===== src/logic/ccs_pkg.sv =====
// Constants for the chopping clock synchronisation block.
// Assumes a 25 MHz system clock and a word-addressed Avalon-MM slave.
package ccs_pkg;
    localparam int MCLK_HZ = 25_000_000;
    localparam int MASTER_HZ = 1_000_000;
    localparam int INT_DIV_I = MCLK_HZ / MASTER_HZ;
    localparam logic [4:0] INT_DIV = INT_DIV_I[4:0];
    localparam logic [4:0] INT_HALF = INT_DIV_I[5:1];
    localparam int CHOP_DIV = 8;
    localparam int NPIN = 7;
    localparam int CLK_PIN = 4;
    localparam int AW = 4;
    // Word indices on the register bus
    localparam logic [3:0] REG_SYNC_CFG = 4'h2;
    localparam logic [3:0] REG_PIN_LEVEL = 4'h5;
    localparam logic [3:0] REG_PIN_DIR = 4'h6;
    localparam logic [3:0] REG_SPECIAL_CFG = 4'h7;
    localparam logic [3:0] REG_MCLK_CNT = 4'h8;
    // Clock configuration field positions
    localparam int DIV_LSB = 0;
    localparam int POL_BIT = 4;
    localparam int OUTSEL_BIT = 6;
    localparam int EXTEN_BIT = 0;
    localparam int CLKOUT_BIT = 1;
    // Reset values
    localparam logic [2:0] DIV_RST = 3'h0;
    localparam logic [6:0] PIN_RST = 7'h00;
    localparam logic [7:0] CNT_RST = 8'h00;
endpackage


===== src/logic/ccs_sync.sv =====
// Two-stage synchroniser, one per bit.
// Inputs are asynchronous pins; only the second stage is read outside.
`timescale 1ns/100ps
module ccs_sync #(parameter int W = 7) (
    input wire logic mclk, // System clock
    input wire logic rst, // Synchronous reset
    input wire logic [W-1:0] d, // Asynchronous inputs
    output logic [W-1:0] q // Synchronised outputs
);
    logic [W-1:0] s1_r;
    genvar i;
    generate
        for (i = 0; i < W; i++) begin : g_bit
            always_ff @(posedge mclk) begin
                if (rst) begin
                    s1_r[i] <= 1'b0;
                    q[i] <= 1'b0;
                end else begin
                    s1_r[i] <= d[i];
                    q[i] <= s1_r[i];
                end
            end
        end
    endgenerate
endmodule


===== src/logic/ccs_div.sv =====
// Programmable divider of external clock edges down to master ticks.
// Ratio is two to the power of the select code; inputs are single-cycle pulses.
`timescale 1ns/100ps
module ccs_div (
    input wire logic mclk, // System clock
    input wire logic rst, // Synchronous reset
    input wire logic pulse, // One selected external edge
    input wire logic [2:0] code, // Divider select
    output logic tick // Master clock tick
);
    logic [6:0] cnt_r;
    logic [6:0] cnt_eff;
    logic [2:0] code_r;
    logic [7:0] ratio;
    logic at_end;
    logic restart;
    assign ratio = 8'h01 << code;
    // A new code restarts the count, so a smaller ratio never waits for a wrap
    assign restart = (code != code_r);
    assign cnt_eff = restart ? 7'h00 : cnt_r;
    assign at_end = ({1'b0, cnt_eff} == ratio - 8'h01);
    assign tick = pulse & at_end;
    always_ff @(posedge mclk) begin
        if (rst) begin
            cnt_r <= 7'h00;
            code_r <= 3'h0;
        end else begin
            code_r <= code;
            if (tick)
                cnt_r <= 7'h00;
            else if (pulse)
                cnt_r <= cnt_eff + 7'h01;
            else
                cnt_r <= cnt_eff;
        end
    end
endmodule


===== src/logic/ccs_top.sv =====
// Chopping clock synchronisation with a shared clock pin and general pins.
// Function
// - Clock pin is external input or clock output
// - External clock divided by selected ratio to master
// - Chopping clock is master clock divided by eight
// - Chop transitions align to chosen external edge
// - Polarity one selects rising external edges
// - Output select picks internal master level or chopping clock
// - Code zero passes external clock undivided
// - Code five divides by thirty-two
// - External clocking only when enable bit set
// - Master clock counter readable, advances with clock
// - Direction bit one makes pin output
// - Output pin level follows level register, except the clock pin while clock output is on
// Assumes pins are asynchronous to mclk and the external clock is well below
// mclk/2; faster clocks cannot be edge-sampled and will miss edges.
`timescale 1ns/100ps
module ccs_top
    import ccs_pkg::*;
(
    input wire logic mclk, // 25 MHz system clock
    input wire logic rst, // Synchronous reset, active high
    input wire logic [AW-1:0] avs_address, // Word index
    input wire logic avs_read, // Read request
    input wire logic avs_write, // Write request
    input wire logic [31:0] avs_writedata, // Write data
    input wire logic [3:0] avs_byteenable, // Byte lanes
    output logic [31:0] avs_readdata, // Read data
    output logic avs_waitrequest, // Stall
    input wire logic [NPIN-1:0] pin_in, // Pin levels seen
    output logic [NPIN-1:0] pin_out, // Pin drive levels
    output logic [NPIN-1:0] pin_oe, // Pin output enables
    output logic chop_clock // Amplifier chopping clock
);
    logic [2:0] div_sel_r;
    logic chop_edge_polarity_r;
    logic clk_out_sel_r;
    logic external_clock_input_enable_r;
    logic clk_out_en_r;
    logic [NPIN-1:0] pin_dir_r;
    logic [NPIN-1:0] pin_level_r;
    logic [7:0] master_clock_counter_r;
    logic [4:0] int_cnt_r;
    logic master_lvl_r;
    logic [2:0] chop_phase_r;
    logic ack_r;
    logic [31:0] rdata_r;
    logic [NPIN-1:0] pin_sync;
    logic ext_prev_r;
    logic [NPIN-1:0] pin_nxt;

    ccs_sync #(.W(NPIN)) u_sync (
        .mclk(mclk),
        .rst(rst),
        .d(pin_in),
        .q(pin_sync)
    );

    // Bus decode: one wait state so read data come from a register
    wire req = avs_read | avs_write;
    wire done = req & ack_r;
    wire wr_go = avs_write & ack_r;
    wire lane0 = avs_byteenable[0];
    wire wr_sync = wr_go & lane0 & (avs_address == REG_SYNC_CFG);
    wire wr_level = wr_go & lane0 & (avs_address == REG_PIN_LEVEL);
    wire wr_dir = wr_go & lane0 & (avs_address == REG_PIN_DIR);
    wire wr_sf = wr_go & lane0 & (avs_address == REG_SPECIAL_CFG);
    assign avs_waitrequest = req & ~ack_r;
    assign avs_readdata = rdata_r;

    logic [31:0] rd_mux;
    always_comb begin
        case (avs_address)
            REG_SYNC_CFG:
                rd_mux = {25'h0, clk_out_sel_r, 1'b0, chop_edge_polarity_r, 1'b0, div_sel_r};
            REG_PIN_LEVEL:
                rd_mux = {25'h0, pin_sync};
            REG_PIN_DIR:
                rd_mux = {25'h0, pin_dir_r};
            REG_SPECIAL_CFG:
                rd_mux = {30'h0, clk_out_en_r, external_clock_input_enable_r};
            REG_MCLK_CNT:
                rd_mux = {24'h0, master_clock_counter_r};
            default:
                rd_mux = 32'h0000_0000;
        endcase
    end

    always_ff @(posedge mclk) begin
        if (rst) begin
            ack_r <= 1'b0;
            rdata_r <= 32'h0000_0000;
        end else begin
            ack_r <= req & ~ack_r;
            if (avs_read & ~ack_r)
                rdata_r <= rd_mux;
        end
    end

    always_ff @(posedge mclk) begin
        if (rst) begin
            div_sel_r <= DIV_RST;
            chop_edge_polarity_r <= 1'b0;
            clk_out_sel_r <= 1'b0;
        end else if (wr_sync) begin
            div_sel_r <= avs_writedata[DIV_LSB+:3];
            chop_edge_polarity_r <= avs_writedata[POL_BIT];
            clk_out_sel_r <= avs_writedata[OUTSEL_BIT];
        end
    end

    always_ff @(posedge mclk) begin
        if (rst) begin
            external_clock_input_enable_r <= 1'b0;
            clk_out_en_r <= 1'b0;
        end else if (wr_sf) begin
            external_clock_input_enable_r <= avs_writedata[EXTEN_BIT];
            clk_out_en_r <= avs_writedata[CLKOUT_BIT];
        end
    end

    always_ff @(posedge mclk) begin
        if (rst) begin
            pin_dir_r <= PIN_RST;
            pin_level_r <= PIN_RST;
        end else begin
            if (wr_dir)
                pin_dir_r <= avs_writedata[NPIN-1:0];
            if (wr_level)
                pin_level_r <= avs_writedata[NPIN-1:0];
        end
    end

    // External clock path: only live when enabled and the pin is an input
    wire ext_active = external_clock_input_enable_r & ~pin_dir_r[CLK_PIN];
    wire ext_now = pin_sync[CLK_PIN];
    wire ext_rise = ext_now & ~ext_prev_r;
    wire ext_fall = ~ext_now & ext_prev_r;
    wire ext_edge = chop_edge_polarity_r ? ext_rise : ext_fall;
    wire ext_tick;
    wire int_tick = (int_cnt_r == INT_DIV - 5'h01);
    // Divider select is only consulted in external mode
    wire master_tick = ext_active ? ext_tick : int_tick;

    ccs_div u_div (
        .mclk(mclk),
        .rst(rst),
        .pulse(ext_edge & ext_active),
        .code(div_sel_r),
        .tick(ext_tick)
    );

    always_ff @(posedge mclk) begin
        if (rst)
            ext_prev_r <= 1'b0;
        else
            ext_prev_r <= ext_now;
    end

    // Internal oscillator stand-in: 25 cycles per master period
    always_ff @(posedge mclk) begin
        if (rst) begin
            int_cnt_r <= 5'h00;
            master_lvl_r <= 1'b0;
        end else begin
            int_cnt_r <= int_tick ? 5'h00 : int_cnt_r + 5'h01;
            master_lvl_r <= (int_cnt_r < INT_HALF);
        end
    end

    // Chop toggles every fourth master tick, so transitions sit on master ticks
    always_ff @(posedge mclk) begin
        if (rst)
            chop_phase_r <= 3'h0;
        else if (master_tick)
            chop_phase_r <= chop_phase_r + 3'h1;
    end
    assign chop_clock = chop_phase_r[2];

    always_ff @(posedge mclk) begin
        if (rst)
            master_clock_counter_r <= CNT_RST;
        else if (master_tick)
            master_clock_counter_r <= master_clock_counter_r + 8'h01;
    end

    // Pin drive: clock pin carries a clock when the special output is on
    wire clk_drive = clk_out_sel_r ? chop_phase_r[2] : master_lvl_r;
    genvar i;
    generate
        for (i = 0; i < NPIN; i++) begin : g_pin
            if (i == CLK_PIN) begin : g_clk
                assign pin_nxt[i] = clk_out_en_r ? clk_drive : pin_level_r[i];
            end else begin : g_gp
                assign pin_nxt[i] = pin_level_r[i];
            end
        end
    endgenerate

    always_ff @(posedge mclk) begin
        if (rst) begin
            pin_out <= PIN_RST;
            pin_oe <= PIN_RST;
        end else begin
            pin_out <= pin_nxt;
            pin_oe <= pin_dir_r;
        end
    end
endmodule


===== config.mk =====
export PLATFORM = sky130hd
export DESIGN_NAME = ccs_top
export DESIGN_NICKNAME = d
export VERILOG_FILES = /design/src/logic/ccs_pkg.sv /design/src/logic/ccs_sync.sv /design/src/logic/ccs_div.sv /design/src/logic/ccs_top.sv
export SDC_FILE = /design/constraint.sdc
export NUM_CORES = 1
export LEC_CHECK = 0
export BUFFER_PORTS_ARGS = -buffer_cell sky130_fd_sc_hd__buf_4
export CORE_ASPECT_RATIO = 1.75
export CORE_MARGIN = 4
export CORE_UTILIZATION = 56
export DETAILED_ROUTE_END_ITERATION = 8
export GPL_TIMING_DRIVEN = 0
export PLACE_DENSITY = 0.92
export SYNTH_ARGS = -nofsm -noshare
export SYNTH_HDL_FRONTEND = slang
export SYNTH_SLANG_ARGS = --single-unit

===== constraint.sdc =====
create_clock -name mclk -period 6.81 [get_ports mclk]
set_input_delay 0 -clock mclk [delete_from_list [all_inputs] [get_ports mclk]]
set_output_delay 0 -clock mclk [all_outputs]
set_load 0.005 [all_outputs]

* Yosys cells after proc, flatten, opt, wreduce, memory -nomap -nowiden *
Cells that the tools add are included.
W data, S select, Z words.

word-level totals
  output and inout port bits = 48
  register bits = 110
  bits of input ports = 51
  word-level logic and storage cells = 74

cells by class
  equal/unequal tests = 8
  reductions and logical operators = 2
  shift-type cells = 1
  $lt $le $gt $ge = 1
  multiplexer cells = 7
  add/sub/neg operators = 5
  bitwise gates (word level) = 18

operators with widths
  kind                   number
  $pmux W8 S5            1
  $mux W7                2
  $and A1 B1 Y1          13
  $eq A4 B3 Y1 const B   3
  $add A8 B1 Y8 const B  1
  $eq A7 B8 Y1           1
  $shl A1 B3 Y8 const A  1
  $sub A8 B1 Y8 const B  1
  $add A7 B1 Y7 const B  1
  $add A5 B1 Y5 const B  1
  $eq A5 B5 Y1 const B   1
  $lt A5 B4 Y1 const B   1
  $eq A4 B2 Y1 const B   1
  $eq A4 B4 Y1 const B   1
  $mux W1                4
  $not A1 Y1             4
  $reduce_or A2 Y1       2
  $add A3 B1 Y3 const B  1
  $ne A3 B3 Y1           1
  $or A1 B1 Y1           1

* Depth between registers and ports, before layout *
Gate-level depths: netlist of run 1.

  depth in word-level cells = 6
  depth in mapped cells = 13
  gate-level depth less buffers = 10

* By module *
From an unflattened synthesis of run 1, not the netlist that was laid out.

second synthesis, totals
  cell total of the unflattened synthesis = 418
  area, all modules = 3933.8 µm²

modules (own cells, without submodules)
  module    cells an instance  times used  area an instance (µm²)
  ccs_top   286                1           2702.6
  ccs_div   103                1           823.3
  ccs_sync  29                 1           407.9

* Worst setup path before layout of run 1 *
No wires, ideal clock.

  path kind = reg2reg
  start point = register div_sel_r[2]
  end point = register master_clock_counter_r[5]
  arrival time = 2823 ps
  clock period less this slack = 2946 ps
  data required time = 6687 ps
  path slack = 3864 ps
  buffers on the path = 3
  cell stages (with the launch flop) = 13
  setup time = 123 ps
  cell sequence = dfxtp_1 buf_2 buf_2 or3_1 ha_1 buf_2 xnor2_1 a21oi_1 a311oi_1 o2111ai_1 and3_1 nor4_2 mux2_1

on the way
  cells in the longest elaborated chain, start to end = 5

RTL lines
  element                                               RTL line                      RTL
  start, declared                                       ccs_top.sv:35                 logic [2:0] div_sel_r;
  start signal, assigned                                ccs_top.sv:106                div_sel_r <= avs_writedata[DIV_LSB+:3];
  $shl A1 B3 Y8 / $ne A3 B3 Y1 (equally long branches)  ccs_div.sv:17, ccs_div.sv:19
  $sub A8 B1 Y8 / $mux W7 (equally long branches)       ccs_div.sv:21, ccs_div.sv:20
  $eq A7 B8 Y1 (*)                                      ccs_div.sv:21                 assign at_end = ({1'b0, cnt_eff} == ratio - 8'h01);
  $and A1 B1 Y1 (*)                                     ccs_div.sv:22                 assign tick = pulse & at_end;
  $mux W1 (*)                                           ccs_top.sv:143                wire master_tick = ext_active ? ext_tick : int_tick;
  end signal, assigned                                  ccs_top.sv:184                master_clock_counter_r <= master_clock_counter_r + 8'h01;
  end, declared                                         ccs_top.sv:42                 logic [7:0] master_clock_counter_r;

Mark *: on every way between the ends. The rest lies on a longest branch, timed or not.
A chain may end at the register's enable or synchronous reset.

* Worst setup path in the final report of run 1 *
  start point = register div_sel_r[2]
  end point = register master_clock_counter_r[7]

Same word-level chain as after synthesis.

==> metrics.yaml, run 1 <==
whs_endpoint: "master_clock_counter_r[3]"
seq_area_frac_synth_pct: 44.0
yosys-top-cells-area: "dfxtp_1 (44%), nor2_1 (5.9%), nor2b_1 (5.6%)"
synthAdderAreaFrac_pct: 1.92
cp_common_cell: "buf_2"
syn_area_sq_um: 3920
crit_type: "reg2reg"
grt_pass1_vias: 3576
ctsResizeCount: 0
synthCells: 435
max-vdd-ir-drop_uv: 156
fmax_mhz: 296
cts_htree_levels: 3
powerDensity_nw_per_um2: 211
grt_use_met3_pct: 6.21
start_kind: "register"
leakage_uw: 0.00204
ff2ff_setup_slack_ps: 3430
finalPower_uw: 1030
path_clk_slew_ps: 60
synthTopCellsByCount: "dfxtp_1 (86), nor2_1 (62), nor2b_1 (35), nand2_1 (30), a21oi_1 (25)"
grt_max_degree: 15
maxSlewViolCount: 0
synth_seq_cells: 86
tightest_slew_ps: 965
cp_max_fo: 10
cts_root_buf: "clkbuf_16"
combPwrFrac_pct: 6.7
stdcell_area_sq_um: 4880
relSlewSlack_pct: 35.5
synth_top_family_by_area: "simple AND/OR/NAND/NOR gates"
final.min_clock_period_ps: 3380
syn_area_per_cell_sq_um: 9.00
pwr-share-seq_pct: 49.9
rsz0062_at_grt: "false"
grt_busiest_layer: "met2"
grt_pass1_wl_um: 16000
area_growth_syn_to_layout_pct: 24.6
wl_per_cell_um: 15.8
routed_wl_um: 9780
grt_use_met2_pct: 42.1
dp_hpwl_um: 6800
viasPerCell: 5.58
synth_top_area_share_pct: 44.0
placed_area_sq_um: 4450
antenna_found_initial: 0
drcViolationCount: 0
fin_nets: 587
synthFlopType: "dfxtp_1"
cell_internal_pwr_uw: 799
drive_gt1_share_pct: 20.0
synth.most_common_cell: "dfxtp_1"
clock_sinks: 86
use_met1_pct: 23.4
cpMaxStageDelayCell: "or3_1"
skew_ps: 7.42
setup_violations: 0
floorplan.rows: 40
yosysUniqueCellTypes: 55
swShare_pct: 22.5
overflow: 0
holdPathStages: 3
hold_start: "rst"
die_area_sq_um: 8450
clk_latency_ps: 330
crit_path_end_kind: "register"
clockBufferDepth: 2
tns_ps: 0
arrival_ps: 3610
core_area_sq_um: 6860
hold_viol: 0
drtIter0Drc: 245
die_h_um: 119
ant_nets: 0
slowest_delay_ps: 390
path_cells: "buf_2 > buf_2 > or3_1 > ha_1 > buf_2 > xnor2_1 > a21oi_1 > a311oi_1 > o2111ai_1 > a32oi_2 > buf_6 > nand3_2 > mux2_4"
power_frac_clock_pct: 43.4
synthMuxAreaShare_pct: 7.54
cts_buffers: 9
io_buffer_count: 45
hold_path_class: "in2reg"
gp_congestion: 0.966
num_antenna_cells: 0
crit_required_ps: 7030
worst_r2r_path_depth: 13
synthArstFlopShare_pct: 0
start_util_pct: 57.1
cap_violations: 0
period_share_pct: 49.7
ys_warn_count: 0
fp.dieW_um: 71.2
groute.usage.overall_pct: 23.6
reg2reg_from: "div_sel_r[2]"
synthSimpleGateAreaFrac_pct: 24.5
synth_edf_count: 0
synth_xor_area_share_pct: 3.80
vias: 3451
cts_tree: "done"
firstDrtPassIters: 5
yosysTopAreaCell: "dfxtp_1"
synth_compound_area_share_pct: 10.1
r2r_end: "master_clock_counter_r[7]"
n_fill_cell: 480
io_pins: 99
switchingPower_uw: 231
outcome: "completed"
cells by family after synthesis:
family / count (synthesis)
flops: 86
xor+xnor: 17
other cells: 1
mux: 28
fa+ha+maj: 6
compound gates: 57
simple gates: 187
buf+inv: 53
power by group through the flow:
stage                     registers, uW  logic [uW]  clock network, uW
final                               514        68.5                447
after floorplan                     524        37.7                  0
after CTS                           514        66.6                451
after detailed placement            525        58.6                  0
after global routing                514        74.6                468
after global placement              524        56.5                  0
cells in the final DEF, fill, tap and decap left out, drive strengths merged, types with 5 or more instances in the layout:
cell,netlist,final
dfxtp,86,86
buf,34,79
nor2,62,62
nor2b,35,35
nand2,30,30
a21oi,25,25
conb,1,24
clkbuf,12,22
mux2i,19,19
nand3,18,18
dlygate4sd3,0,16
xnor2,9,9
mux2,9,9
xor2,8,8
inv,7,7
nor3,7,7
ha,6,6
and2,5,5
o21ai,5,5
nand2b,5,5
a32oi,5,5
final cells by class:
class	count	area, sq um	share of cell area (%)
multi-input cells	319	1960	40.2
flip-flops and latches	86	1720	35.3
repair buffers	61	498	10.2
plain buffers	46	290	5.95
clock buffers	10	239	4.90
well taps	84	105	2.15
clock inverters	5	36.3	0.743
inverters	7	26.3	0.538
state kept, by name, summed over array words and instances (netlist names), 3 cells and up:
signal	flops
avs_readdata	8
chop_phase_r	3
int_cnt_r	5
pin_out	7
master_clock_counter_r	8
div_sel_r	3
u_div.code_r	3
u_sync.q	7
pin_dir_r	7
pin_oe	7
pin_level_r	7
u_sync.s1_r	7
u_div.cnt_r	7
routing by layer:
layer  vias up  part of all wire, %
li1       1630                    -
met1      1582                   34
met2       188                   53
met3        51                  7.0
met4         0                  5.8
met5         -                    0
through the flow:
step           hold WS, ps  utilization (%)  std cells  setup slack [ps]
6_report              98.1             71.2        618              3430
5_1_grt                122             71.2        618              3260
2_1_floorplan          127                -        458              3860
3_3_place_gp           210             64.8        587              3660
4_1_cts               92.4             71.2        618              3460
3_5_place_dp           218             64.8        587              3510
how the worst max path moves through the flow:
stage	start	slack [ps]	endpoint
detailed placement	div_sel_r[2]	3510	master_clock_counter_r[5]
global route	div_sel_r[2]	3260	master_clock_counter_r[7]
finish	div_sel_r[2]	3430	master_clock_counter_r[7]
floorplan	div_sel_r[2]	3860	master_clock_counter_r[5]
global placement	div_sel_r[2]	3660	master_clock_counter_r[7]
CTS	div_sel_r[2]	3460	master_clock_counter_r[7]
critical path: cells and delay by family, from the launching register on:
| kind | cells | cell delay [ps] |
|---|---|---|
| buffers and inverters | 4 | 760 |
| adders and majority gates | 1 | 210 |
| DFF | 1 | 340 |
| and+or+nand+nor | 2 | 470 |
| muxes | 1 | 310 |
| xor gates and xnor gates | 1 | 230 |
| AOI/OAI and AO/OA | 4 | 940 |
what timing repair did:
| action | in CTS | in global routing |
|---|---|---|
| hold buffers | 16 | 0 |
| endpoints found under the hold margin | 29 | 0 |
| setup buffers | 0 | 0 |
(Power assumes the default switching activity.)
==> inputs of run 2 (changes only) <==
- CORE_UTILIZATION: 56 -> 53
- PLACE_DENSITY: 0.92 -> 0.88
- clock period: 6.81 -> 3.5 ns (I/O delays scaled with it)
==> run 2 against run 1 <==
  * Count of clock-buffer cells in the layout unchanged
  * Global-route usage shrank 1.3 points
  * Sequential share of layout area down 0.44 points
  * Setup slack lost 3300 ps
  * Combinational power grew 96%
  * Worst hold slack worse by 17 ps
  * Die area increased by 5.1%
  * Cell area grew 1.3%
  * Flip-flop and latch count did not move
  * Via count decreased by 1.5%
  * First-iteration DRC count is 33% higher
==> metrics.yaml, run 2 (same netlist as run 1, synthesis figures left out) <==
arrival_ps: 3620  # was 3610 ps
leakage_uw: 0.00206  # was 0.00204 uW
final.min_clock_period_ps: 3390  # was 3380 ps
grt_pass1_wl_um: 15400  # was 16,000 um
dp_hpwl_um: 6550  # was 6800 um
wl_per_cell_um: 15.3  # was 15.8 um
cp_max_fo: 10  # unchanged
fp.dieW_um: 73.0  # was 71.2 um
cap_violations: 0  # unchanged
max-vdd-ir-drop_uv: 361  # was 156 uV
cts_buffers: 9  # unchanged
start_util_pct: 54.5  # was 57.1%
final_cell_mix: "dfxtp_1 (86), buf_4 (70), nor2_1 (62)"  # was dfxtp_1 (86), buf_4 (69), nor2_1 (62)
clockBufferDepth: 2  # unchanged
cts_root_buf: "clkbuf_16"  # unchanged
die_h_um: 122  # was 119 um
floorplan.rows: 41  # was 40
reg2reg_from: "div_sel_r[2]"  # unchanged
grt_pass1_vias: 3425  # was 3,576
outcome: "completed"  # unchanged
drcViolationCount: 0  # unchanged
fmax_mhz: 295  # was 296 MHz
hold_start: "rst"  # unchanged
clk_latency_ps: 350  # was 330 ps
crit_path_start: "div_sel_r[2]"  # unchanged
io_buffer_count: 45  # unchanged
overflow: 0  # unchanged
drtIter0Drc: 327  # was 245
area_growth_syn_to_layout_pct: 26.2  # was 24.6%
die_area_sq_um: 8880  # was 8450 sq um
worst_hold_slack_ps: 81.3  # was 98.1 ps
tightest_slew_ps: 952  # was 965 ps
antenna_found_initial: 0  # unchanged
crit_path_end_kind: "register"  # unchanged
powerDensity_nw_per_um2: 433  # was 211 nW/um^2
crit_required_ps: 3730  # was 7030 ps
cts_tree: "done"  # unchanged
start_kind: "register"  # unchanged
layout_commonest_cell: "dfxtp_1"  # unchanged
core_area_sq_um: 7180  # was 6860 sq um
routed_wl_um: 9530  # was 9780 um
io_pins: 99  # unchanged
groute.usage.overall_pct: 22.3  # was 23.6%
crit_type: "reg2reg"  # unchanged
relSlewSlack_pct: 36.4  # was 35.5%
period_share_pct: 96.8  # was 49.7%
ant_nets: 0  # unchanged
skew_ps: 6.89  # was 7.42 ps
hold_path_class: "in2reg"  # unchanged
grt_max_degree: 15  # unchanged
finalNonFillerCells: 621  # was 618
vias: 3400  # was 3,451
rsz0062_at_grt: "true"  # was false
maxSlewViolCount: 0  # unchanged
hold_viol: 0  # unchanged
cts_htree_levels: 3  # unchanged
setup_violations: 0  # unchanged
fin_nets: 588  # was 587
clock_sinks: 86  # unchanged
fin_util_pct: 68.8  # was 71.2%
drive_gt1_share_pct: 20.4  # was 20.0%
firstDrtPassIters: 5  # unchanged
viasPerCell: 5.48  # was 5.58
dpl.cell_count: 589  # was 587
gp_congestion: 0.908  # was 0.966
path_clk_slew_ps: 60  # about the same
tns_ps: 0  # unchanged
num_antenna_cells: 0  # unchanged
-- run 2: worst paths after layout --
path                                             endpoint  slack [ps]  depth (start not counted)
worst max-delay path            master_clock_counter_r[7]         110                         13
worst min-delay path            master_clock_counter_r[3]          80                          3
worst max register to register  master_clock_counter_r[7]         110                         13
worst min register to register                u_sync.q[5]         440                          1
-- run 2: per-layer routing --
layer | part of all wire (%) | GRT usage [%] | wire, um | vias to the layer above
li1 | - | - | - | 1631
met1 | 36 | 23.2 | 3410 | 1551
met2 | 53 | 38.6 | 5010 | 165
met3 | 6.3 | 4.95 | 598 | 53
met4 | 5.3 | 15.5 | 508 | 0
met5 | 0 | 0 | 0 | -
-- run 2: power breakdown --
part / total (uW) / internal [uW] / switching, uW
registers: 999 / 992 / 6.94
clock network: 1010 / 623 / 383
logic: 134 / 66.6 / 67.3
-- run 2: final cells by class --
cell class	count	area (sq um)
Buffer	46	290
Sequential cell	86	1720
Timing Repair Buffer	62	505
Clock inverter	5	85.1
Fill cell	539	2240
Clock buffer	10	229
Multi-Input combinational cell	319	1980
Tap cell	86	108
Inverter	7	26.3
-- run 2: timing repair --
action | in CTS | in global routing
endpoints found under the setup margin | 0 | 1
buffers inserted | 0 | 1
endpoints found under the hold margin | 29 | 0
hold buffers | 16 | 0
resized for setup | 0 | 2
-- run 2: through the flow --
stage	setup WS [ps]	instance area, sq um	total power (uW)
2_1_floorplan	554	4000	1090
3_5_place_dp	249	4450	1130
4_1_cts	154	4920	2140
5_1_grt	-30.4	4940	2200
3_3_place_gp	344	4450	1130
6_report	112	4940	2140
-- run 2: critical path: stages, from the launching register on --
cell and delay [ps]:
dfxtp_1 330, buf_2 190, buf_2 210, or3_1 390, ha_1 210, buf_2 190, xnor2_1 230, a21oi_1 120
a311oi_2 330, o2111ai_2 180, a32oi_2 330, buf_6 190, nand3_2 70, mux2_4 300
